**src/logic/rcw_pkg.sv**
```systemverilog
// Constants, register map and state type of the reset control and wake notification block
// Overview of operation
// - Protocol core reset bit holds core in reset, self-clears once core is out.
// - Port B PHY reset bit holds PHY reset at least 102 us, then self-clears.
// - Port A PHY reset bit holds PHY reset at least 102 us, then self-clears.
// - Digital reset bit resets all but PHYs, keeps protected bits, self-clears.
// - Writes to a self-clearing reset bit are ignored while it is set.
// - Reset control register stays readable in any state, never stalls the bus.
// - Partial reads allowed; no double-word grouping on this register.
// - PHY in energy-detect power-down resumes on cable energy, raises energy flag.
// - Energy already present when power-down is enabled is reported at once.
// - Unmasked PHY interrupts show in status bit 26 (A) and 27 (B).
// - Each status bit drives the interrupt pin when its enable is set.
// - Any port PHY interrupt sets that port's wake status.
// - PHY detects DA, broadcast, magic and wakeup frames, raises wake-on-LAN flag.
// - Port wake status bits stay latched after the PHY event ends.
// - Wake status ANDed with port enable, ORed into wake event status bit.
// - Wake event status ANDed with its enable, ORed into the interrupt pin.
// - Wake event status is set regardless of its interrupt enable.
// - With auto-wake set, a wake event requests exit from low power.
// - A gated module clock freezes the module without resetting it.
// - After digital reset, reload EEPROM configuration; straps are not re-latched.
package rcw_pkg;

  // Register byte addresses
  localparam logic [11:0] OFS_SOFTWARE_RESET_CONTROL  = 12'h1F8;
  localparam logic [11:0] OFS_PWR_MGMT   = 12'h084;
  localparam logic [11:0] OFS_INT_STATUS = 12'h058;
  localparam logic [11:0] OFS_INT_ENABLE = 12'h05C;
  localparam logic [11:0] OFS_PHY_CTL    = 12'h1C0;
  localparam logic [11:0] OFS_PHY_FLAGS  = 12'h1C4;

  // Reset control bit positions
  localparam int BIT_DIGITAL_RST = 0;
  localparam int BIT_PORT_A_RST  = 1;
  localparam int BIT_PORT_B_RST  = 2;
  localparam int BIT_CORE_RST    = 6;

  // Interrupt status bit positions
  localparam int BIT_INT_OTHER   = 0;
  localparam int BIT_INT_WAKE    = 17;
  localparam int BIT_INT_PHY_A   = 26;
  localparam int BIT_INT_PHY_B   = 27;
  localparam logic [31:0] INT_EN_MASK = 32'h0C02_0001;

  // Power management bit positions
  localparam int BIT_PM_READY     = 0;
  localparam int BIT_PM_AUTO_WAKE = 1;
  localparam int BIT_AUTO_WAKE_ENABLE_EN   = 2;  // Two bits, port A then B
  localparam int BIT_AUTO_WAKE_ENABLE_STS  = 4;  // Two bits, port A then B
  localparam int BIT_PM_CORE_CLK  = 6;

  // PHY control byte per port: wake frame types, power-down enable, masks
  localparam int BIT_PC_WOL_TYPES = 0;  // Four bits: DA, broadcast, magic, wakeup frame
  localparam int BIT_PC_EDPD_EN   = 4;
  localparam int BIT_PC_MASK      = 5;  // Three bits, one per source flag
  localparam int FLG_ENERGY = 0;
  localparam int FLG_WOL    = 1;
  localparam int FLG_OTHER  = 2;

  // Timing
  localparam int CLK_PERIOD_NS    = 10;
  localparam int PHY_RST_MIN_NS   = 102000;
  localparam int CORE_RST_MIN_NS  = 1000;
  localparam int DIG_RST_MIN_NS   = 1000;
  localparam int PHY_RST_CYC  = (PHY_RST_MIN_NS + CLK_PERIOD_NS - 1) / CLK_PERIOD_NS;
  localparam int CORE_RST_CYC = (CORE_RST_MIN_NS + CLK_PERIOD_NS - 1) / CLK_PERIOD_NS;
  localparam int DIG_RST_CYC  = (DIG_RST_MIN_NS + CLK_PERIOD_NS - 1) / CLK_PERIOD_NS;
  localparam int CW = 14;

  // Whole block state
  typedef struct packed {
    logic [1:0][CW-1:0] phy_cnt;
    logic [CW-1:0]      core_cnt;
    logic [CW-1:0]      dig_cnt;
    logic [1:0]         phy_rst;
    logic               core_rst;
    logic               core_wait;
    logic               dig_rst;
    logic [1:0][7:0]    phy_ctl;
    logic [1:0][2:0]    src_flg;
    logic [1:0]         edpd_prev;
    logic [1:0]         phy_pd;
    logic               auto_wake;
    logic [1:0]         wake_en;
    logic [1:0]         wake_sts;
    logic               core_clk_off;
    logic [31:0]        int_en;
    logic               irq;
    logic               wake_req;
    logic               strap_done;
    logic               strap_latch;
    logic               eeprom_reload;
    logic [31:0]        rdata;
  } rcw_state_s;

endpackage

```
**src/logic/rcw_top.sv**
```systemverilog
// Software resets, PHY event flags and wake notification logic
//
// Our own choice: the address-and-strobe port.
module rcw_top import rcw_pkg::*; #(
  parameter int unsigned P_PHY_RST_CYC = PHY_RST_CYC
) (
  input  wire logic        i_core_clk,
  input  wire logic        i_srst,
  input  wire logic [11:0] i_addr,
  input  wire logic [31:0] i_wdata,
  input  wire logic        i_wr,
  input  wire logic        i_rd,
  output logic      [31:0] o_rdata,
  input  wire logic        i_core_ready,
  input  wire logic        i_low_power,
  input  wire logic        i_other_irq,
  input  wire logic [1:0]  i_energy_present,
  input  wire logic [7:0]  i_wol_match,
  input  wire logic [1:0]  i_phy_event,
  output logic             o_core_rst,
  output logic      [1:0]  o_phy_rst,
  output logic             o_digital_rst,
  output logic             o_eeprom_reload,
  output logic             o_strap_latch,
  output logic      [1:0]  o_phy_powered_down,
  output logic             o_core_clk_en,
  output logic             o_wake_request,
  output logic             o_irq
);

  rcw_state_s s_reg;
  rcw_state_s s_next;

  logic [1:0]  phy_int;
  logic        wake_evt;
  logic [31:0] interrupt_status;
  logic        wr_rst;
  logic        wr_pm;

  // Combined interrupt view from current state
  always_comb begin
    for (int p = 0; p < 2; p++) begin
      phy_int[p] = |(s_reg.src_flg[p] & s_reg.phy_ctl[p][BIT_PC_MASK +: 3]);
    end
    wake_evt = |(s_reg.wake_sts & s_reg.wake_en);
    interrupt_status = 32'h0000_0000;
    interrupt_status[BIT_INT_OTHER] = i_other_irq;
    interrupt_status[BIT_INT_WAKE]  = wake_evt;
    interrupt_status[BIT_INT_PHY_A] = phy_int[0];
    interrupt_status[BIT_INT_PHY_B] = phy_int[1];
    wr_rst = i_wr && (i_addr == OFS_SOFTWARE_RESET_CONTROL);
    wr_pm  = i_wr && (i_addr == OFS_PWR_MGMT);
  end

  // Next state: resets, PHY flags, wake latches, registers
  always_comb begin
    logic [1:0] rst_bit;
    logic       en_now;
    logic       clr;
    logic [1:0][2:0] flg_set;
    rst_bit = '0;
    en_now  = 1'b0;
    clr     = 1'b0;
    flg_set = '0;
    s_next  = s_reg;
    s_next.strap_latch   = 1'b0;
    s_next.eeprom_reload = 1'b0;
    s_next.wake_req      = 1'b0;
    rst_bit[0] = i_wdata[BIT_PORT_A_RST];
    rst_bit[1] = i_wdata[BIT_PORT_B_RST];

    // Straps are caught once, only after the chip reset
    if (!s_reg.strap_done) begin
      s_next.strap_done  = 1'b1;
      s_next.strap_latch = 1'b1;
    end

    // Per-port PHY reset, event flags and power-down
    for (int p = 0; p < 2; p++) begin
      if (s_reg.phy_rst[p]) begin
        // Minimum hold counted from the set, then bit and pin drop together
        if (s_reg.phy_cnt[p] == CW'(P_PHY_RST_CYC - 1)) begin
          s_next.phy_rst[p] = 1'b0;
        end else begin
          s_next.phy_cnt[p] = s_reg.phy_cnt[p] + CW'(1);
        end
        s_next.phy_ctl[p]   = '0;
        s_next.src_flg[p]   = '0;
        s_next.phy_pd[p]    = 1'b0;
        s_next.edpd_prev[p] = 1'b0;
      end else begin
        en_now = s_reg.phy_ctl[p][BIT_PC_EDPD_EN];
        s_next.edpd_prev[p] = en_now;
        if (!en_now) begin
          s_next.phy_pd[p] = 1'b0;
        end else if (!s_reg.edpd_prev[p]) begin
          // Carrier already there at enable: detect now, stay up
          s_next.phy_pd[p] = !i_energy_present[p];
          if (i_energy_present[p]) begin
            s_next.src_flg[p][FLG_ENERGY] = 1'b1;
            flg_set[p][FLG_ENERGY] = 1'b1;
          end
        end else if (s_reg.phy_pd[p] && i_energy_present[p]) begin
          s_next.phy_pd[p] = 1'b0;
          s_next.src_flg[p][FLG_ENERGY] = 1'b1;
          flg_set[p][FLG_ENERGY] = 1'b1;
        end else if (!i_energy_present[p]) begin
          s_next.phy_pd[p] = 1'b1;
        end
        if (|(i_wol_match[4*p +: 4] & s_reg.phy_ctl[p][BIT_PC_WOL_TYPES +: 4])) begin
          s_next.src_flg[p][FLG_WOL] = 1'b1;
          flg_set[p][FLG_WOL] = 1'b1;
        end
        if (i_phy_event[p]) begin
          s_next.src_flg[p][FLG_OTHER] = 1'b1;
          flg_set[p][FLG_OTHER] = 1'b1;
        end
      end
      // Wake status: clear by write-one, a new event wins over the clear
      clr = wr_pm && i_wdata[BIT_AUTO_WAKE_ENABLE_STS + p];
      if (clr) begin
        s_next.wake_sts[p] = 1'b0;
      end
      if (phy_int[p]) begin
        s_next.wake_sts[p] = 1'b1;
      end
    end

    // Protocol core reset: hold, release, then wait for core to come up
    if (s_reg.core_rst && !s_reg.core_wait) begin
      if (s_reg.core_cnt == CW'(CORE_RST_CYC - 1)) begin
        s_next.core_wait = 1'b1;
      end else begin
        s_next.core_cnt = s_reg.core_cnt + CW'(1);
      end
    end else if (s_reg.core_rst && i_core_ready) begin
      s_next.core_rst  = 1'b0;
      s_next.core_wait = 1'b0;
    end

    // Register writes; PHY flags are write-one-to-clear after setting above
    if (i_wr) begin
      case (i_addr)
        OFS_SOFTWARE_RESET_CONTROL: begin
          // Set-only while clear; writes to a set bit do nothing
          for (int p = 0; p < 2; p++) begin
            if (!s_reg.phy_rst[p] && rst_bit[p]) begin
              s_next.phy_rst[p] = 1'b1;
              s_next.phy_cnt[p] = '0;
            end
          end
          if (!s_reg.core_rst && i_wdata[BIT_CORE_RST]) begin
            s_next.core_rst  = 1'b1;
            s_next.core_cnt  = '0;
            s_next.core_wait = 1'b0;
          end
          if (!s_reg.dig_rst && i_wdata[BIT_DIGITAL_RST]) begin
            s_next.dig_rst = 1'b1;
            s_next.dig_cnt = '0;
          end
        end
        OFS_PWR_MGMT: begin
          s_next.auto_wake    = i_wdata[BIT_PM_AUTO_WAKE];
          s_next.wake_en      = i_wdata[BIT_AUTO_WAKE_ENABLE_EN +: 2];
          s_next.core_clk_off = i_wdata[BIT_PM_CORE_CLK];
        end
        OFS_INT_ENABLE: begin
          s_next.int_en = i_wdata & INT_EN_MASK;
        end
        OFS_PHY_CTL: begin
          for (int p = 0; p < 2; p++) begin
            if (!s_reg.phy_rst[p]) begin
              s_next.phy_ctl[p] = i_wdata[8*p +: 8];
            end
          end
        end
        OFS_PHY_FLAGS: begin
          for (int p = 0; p < 2; p++) begin
            // A flag raised in this cycle survives its own clear
            s_next.src_flg[p] = (s_next.src_flg[p] & ~i_wdata[8*p +: 3]) | flg_set[p];
          end
        end
        default: begin
        end
      endcase
    end

    // Digital reset: clears all but the PHY side and protected bits
    if (s_reg.dig_rst) begin
      s_next.int_en    = '0;
      s_next.wake_sts  = '0;
      s_next.core_rst  = 1'b0;
      s_next.core_wait = 1'b0;
      s_next.core_cnt  = '0;
      if (s_reg.dig_cnt == CW'(DIG_RST_CYC - 1)) begin
        s_next.dig_rst       = 1'b0;
        s_next.eeprom_reload = 1'b1;
      end else begin
        s_next.dig_cnt = s_reg.dig_cnt + CW'(1);
      end
    end

    // Interrupt pin and automatic wake
    s_next.irq      = |(interrupt_status & s_reg.int_en);
    s_next.wake_req = s_reg.auto_wake && wake_evt && i_low_power;

    // Read data, answered in any state without stalling
    s_next.rdata = 32'h0000_0000;
    if (i_rd) begin
      case (i_addr)
        OFS_SOFTWARE_RESET_CONTROL: begin
          s_next.rdata[BIT_DIGITAL_RST] = s_reg.dig_rst;
          s_next.rdata[BIT_PORT_A_RST]  = s_reg.phy_rst[0];
          s_next.rdata[BIT_PORT_B_RST]  = s_reg.phy_rst[1];
          s_next.rdata[BIT_CORE_RST]    = s_reg.core_rst;
        end
        OFS_PWR_MGMT: begin
          s_next.rdata[BIT_PM_READY]         = !s_reg.dig_rst && !i_low_power;
          s_next.rdata[BIT_PM_AUTO_WAKE]     = s_reg.auto_wake;
          s_next.rdata[BIT_AUTO_WAKE_ENABLE_EN +: 2]  = s_reg.wake_en;
          s_next.rdata[BIT_AUTO_WAKE_ENABLE_STS +: 2] = s_reg.wake_sts;
          s_next.rdata[BIT_PM_CORE_CLK]      = s_reg.core_clk_off;
        end
        OFS_INT_STATUS: s_next.rdata = interrupt_status;
        OFS_INT_ENABLE: s_next.rdata = s_reg.int_en;
        OFS_PHY_CTL:    s_next.rdata = {16'h0000, s_reg.phy_ctl[1], s_reg.phy_ctl[0]};
        OFS_PHY_FLAGS: begin
          s_next.rdata[2:0]  = s_reg.src_flg[0];
          s_next.rdata[10:8] = s_reg.src_flg[1];
        end
        default: s_next.rdata = 32'h0000_0000;
      endcase
    end
  end

  // State register
  always_ff @(posedge i_core_clk) begin
    if (i_srst) begin
      s_reg <= '0;
    end else begin
      s_reg <= s_next;
    end
  end

  // Outputs straight from state
  assign o_rdata            = s_reg.rdata;
  assign o_core_rst         = s_reg.core_rst && !s_reg.core_wait;
  assign o_phy_rst          = s_reg.phy_rst;
  assign o_digital_rst      = s_reg.dig_rst;
  assign o_eeprom_reload    = s_reg.eeprom_reload;
  assign o_strap_latch      = s_reg.strap_latch;
  assign o_phy_powered_down = s_reg.phy_pd;
  // Gating only freezes the core; its state survives, no reset applied
  assign o_core_clk_en      = !s_reg.core_clk_off;
  assign o_wake_request     = s_reg.wake_req;
  assign o_irq              = s_reg.irq;

  // Helper counters of how long each PHY reset pin has stood high
  logic [15:0] hold_a;
  logic [15:0] hold_b;
  always_ff @(posedge i_core_clk) begin
    if (i_srst) begin
      hold_a <= 16'h0000;
      hold_b <= 16'h0000;
    end else begin
      hold_a <= o_phy_rst[0] ? hold_a + 16'h0001 : 16'h0000;
      hold_b <= o_phy_rst[1] ? hold_b + 16'h0001 : 16'h0000;
    end
  end
endmodule

```
**config.mk**
```make
export PLATFORM = sky130hd
export DESIGN_NAME = rcw_top
export DESIGN_NICKNAME = d
export VERILOG_FILES = /design/src/logic/rcw_pkg.sv /design/src/logic/rcw_top.sv
export SDC_FILE = /design/constraint.sdc
export NUM_CORES = 1
export LEC_CHECK = 0
export BUFFER_PORTS_ARGS = -buffer_cell sky130_fd_sc_hd__buf_2
export CAP_MARGIN = 20
export CORE_ASPECT_RATIO = 2
export CORE_MARGIN = 1
export CORE_UTILIZATION = 47
export DETAILED_ROUTE_END_ITERATION = 8
export PLACE_DENSITY = 0.7
export SYNTH_ARGS = -nofsm -noshare
export SYNTH_HDL_FRONTEND = slang
export SYNTH_SLANG_ARGS = --single-unit
```
**constraint.sdc**
```tcl
create_clock -name i_core_clk -period 2.1 [get_ports i_core_clk]
set_clock_uncertainty 0.05 [all_clocks]
set_input_delay 0.105 -clock i_core_clk [delete_from_list [all_inputs] [get_ports i_core_clk]]
set_output_delay 0.105 -clock i_core_clk [all_outputs]
set_load 0.01 [all_outputs]
```
==> reports/summary.txt <==
Status - finished clean
# port buffers - 79
Crit path max fanout - 7
Final hold vios - 0
FF+latch count, synth - 121
Vias in the first global route - 4818
Die area - 12200 um^2
ANT nets after route - 0
Part of the cycle the worst path needs - 92.9%
Initial antenna violation count - 1
Hold_ws - 0.00946 ns
Worst-path clk slew - 0.06 ns
Pwr Density - 796 nW/um^2
RD Place Congestion - 0.900
Layout area overhead - 21.7%
Worst r2r path cells - 7
R2r startpoint - s_reg[106]$_SDFF_PP0_
Fraction of registers with async set/reset - 0%
Worst hold path startpoint - i_rd
Final nets - 804
Initial core utilization - 48.6%
H-tree levels - 4
Routed len/inst - 15.6 um
Synth unique cells - 58
Max_cap viols - 0
CTS root buffer - clkbuf_16
Wl on met1 - 5070 um
Post-DP HPWL - 10300 um
Min Clock Period, post-route - 1.95 ns
Max reg flops - 93
Crit path DAT - 2.17 ns
Vias per cell - 5.47
CP Class - reg -> reg
Peak supply drop - 0.664 mV
Clk Latency, worst-skew pair - 0.41 ns
Seq/Total Area, Yosys - 43.9%
Largest net degree at the start of global routing - 27
Vias - 4887
Most used DFF post-synth - dfxtp_1
First-pass GRT wire length - 22300 um
I/O pins - 106
Core area - 11400 um^2
Die width - 78.6 um
Postcts setup bufs - 0
Setup crit end kind - flip-flop
Fmax - 512 MHz
Rows - 55
Static leakage - 2.72 nW
Initial DRC Count - 270
Post-Syn Area - 5520 um^2
YS warnings - 0
CTS tree - yes
Hold Crit Class - in -> reg
Post-synth EDFFs - 0
Gr usage total - 23.6%
CTS max path bufs - 2
Post-Route Setup TNS - 0 ns
Max-slew headroom - 46.0%
Max Used Layer - met4
DRC - 0
Post-synthesis average cell area - 8.60 um^2
R2r endpoint - s_reg[119]$_SDFF_PP0_
Post-Syn Instances - 641
FF-to-FF setup slack - 0.15 ns
Final setup violating endpoints - 0
Met3 wire len - 722 um
Hold path depth - 3
DIE HEIGHT - 155 um
Hold endpoint - o_rdata[9]$_SDFF_PP0_
Num CTS Buffers - 17
Worst slew pin tran - 0.810 ns
Critical Path RT - 2.32 ns
Share of layout cells above drive strength 1 - 19.2%
Sink Count - 121
CP startpoint kind - flip-flop
Unrepaired setup endpoints after global routing - false
Fin. max-slew vios - 0
Grt ovf - 0
Met2 WL - 7300 um
Final wirelength - 13900 um
Pre-antenna DRT Iters - 6
==> per-layer routing <==
metal | up-vias | global-route usage, %
met2 | 195 | 42.4
met5 | - | 0
met4 | 0 | 16.8
met3 | 60 | 5.51
li1 | 2363 | -
met1 | 2269 | 23.0
==> final cells by class <==
type	count	area, um^2
diodes	1	2.50
clock buffers	19	433
clock inverters	13	144
fillers	1037	4640
inverters	26	97.6
multi-input cells	449	2660
flip-flops and latches	121	2420
well taps	142	178
repair buffers	122	781
==> timing repair <==
action / in CTS / in global routing
resized for setup: 0 / 1
hold endpoints to repair: 34 / 0
hold buffers: 25 / 0
setup endpoints to repair: 0 / 11
==> where the power goes <==
part	internal [W]	switching, W
Sequential	0.00230	0.00000297
Clock	0.00176	0.00108
Combinational	0.0000887	0.000120
==> metrics by stage <==
step	instances	util (%)	cell area [um^2]	setup WS, ns	power, W
floorplan	653	-	5560	0.443	0.00245
global route	893	59.1	6710	0.0167	0.00552
finish	893	59.1	6710	0.148	0.00535
global placement	835	51.8	5880	0.203	0.00252
detailed placement	835	51.8	5880	0.166	0.00252
CTS	892	59.1	6710	0.127	0.00537
==> cells in the mapped netlist (5+ instances only) <==
| cell type | instances | area (um^2) |
|---|---|---|
| and2_1 | 14 | 87.6 |
| and3_1 | 12 | 75.1 |
| dfxtp_1 | 121 | 2420 |
| clkbuf_1 | 8 | 30.0 |
| a21oi_1 | 35 | 175 |
| xnor2_1 | 10 | 87.6 |
| nor3_1 | 10 | 50.1 |
| nand2_1 | 68 | 255 |
| inv_1 | 26 | 97.6 |
| buf_4 | 38 | 285 |
| mux2i_1 | 16 | 160 |
| a22o_1 | 5 | 43.8 |
| a22oi_1 | 7 | 52.6 |
| nand3_1 | 24 | 120 |
| o21ai_0 | 14 | 70.1 |
| xor2_1 | 32 | 280 |
| o21ai_1 | 7 | 35.0 |
| nor4_1 | 7 | 43.8 |
| nor2_1 | 88 | 330 |
| nand4_1 | 23 | 144 |
==> worst max-delay path: stages, from the launching register on <==
cell	delay, ns
dfxtp_1	0.41
ha_1	0.24
nor4b_2	0.20
nand4_1	0.21
buf_4	0.20
and2_1	0.23
nand4_1	0.13
o311ai_0	0.13
==> cells in the final DEF, fill, tap and decap left out, drive strengths merged, types with 3 or more instances in the layout <==
cell type / synthesis / layout
dfxtp: 121 / 121
buf: 49 / 97
nor2: 88 / 88
nand2: 70 / 70
a21oi: 35 / 35
xor2: 32 / 32
inv: 26 / 30
dlygate4sd3: 0 / 25
nand3: 25 / 25
nand4: 23 / 23
o21ai: 21 / 21
clkbuf: 8 / 19
mux2i: 16 / 16
and2: 15 / 15
conb: 1 / 13
and3: 12 / 12
nor3: 11 / 11
xnor2: 10 / 10
nor4: 9 / 9
a22oi: 7 / 7
a22o: 5 / 5
nor3b: 4 / 4
and4: 4 / 4
o32ai: 4 / 4
ha: 4 / 4
clkinvlp: 0 / 4
or3: 4 / 4
or4: 4 / 4
a222oi: 3 / 3
clkinv: 0 / 3
==> kinds of logic (layout without fill, tap and decap cells) <==
group / Yosys count / in the layout / share of synthesized area [%]
AND/OR/NAND/NOR: 283 / 283 / 26.2
flip-flops: 121 / 121 / 43.9
adder cells (fa/ha/maj): 4 / 4 / 0.907
multiplexers: 18 / 18 / 3.31
XOR/XNOR: 42 / 42 / 6.67
AO/OA/AOI/OAI: 89 / 89 / 10.1
other: 1 / 14 / 0.0680
buffers and inverters: 83 / 180 / 8.85
==> how the worst max path moves through the flow <==
stage | startpoint | endpoint | slack, ns | cells past startpoint
after global placement | s_reg[106]$_SDFF_PP0_ | s_reg[119]$_SDFF_PP0_ | 0.20 | 7
final | s_reg[106]$_SDFF_PP0_ | s_reg[119]$_SDFF_PP0_ | 0.15 | 7
after floorplan | s_reg[106]$_SDFF_PP0_ | s_reg[116]$_SDFF_PP0_ | 0.44 | 6
after detailed placement | s_reg[106]$_SDFF_PP0_ | s_reg[116]$_SDFF_PP0_ | 0.17 | 7
after global routing | s_reg[106]$_SDFF_PP0_ | s_reg[119]$_SDFF_PP0_ | 0.02 | 7
after CTS | s_reg[106]$_SDFF_PP0_ | s_reg[119]$_SDFF_PP0_ | 0.13 | 7
(Power assumes the default switching activity.)
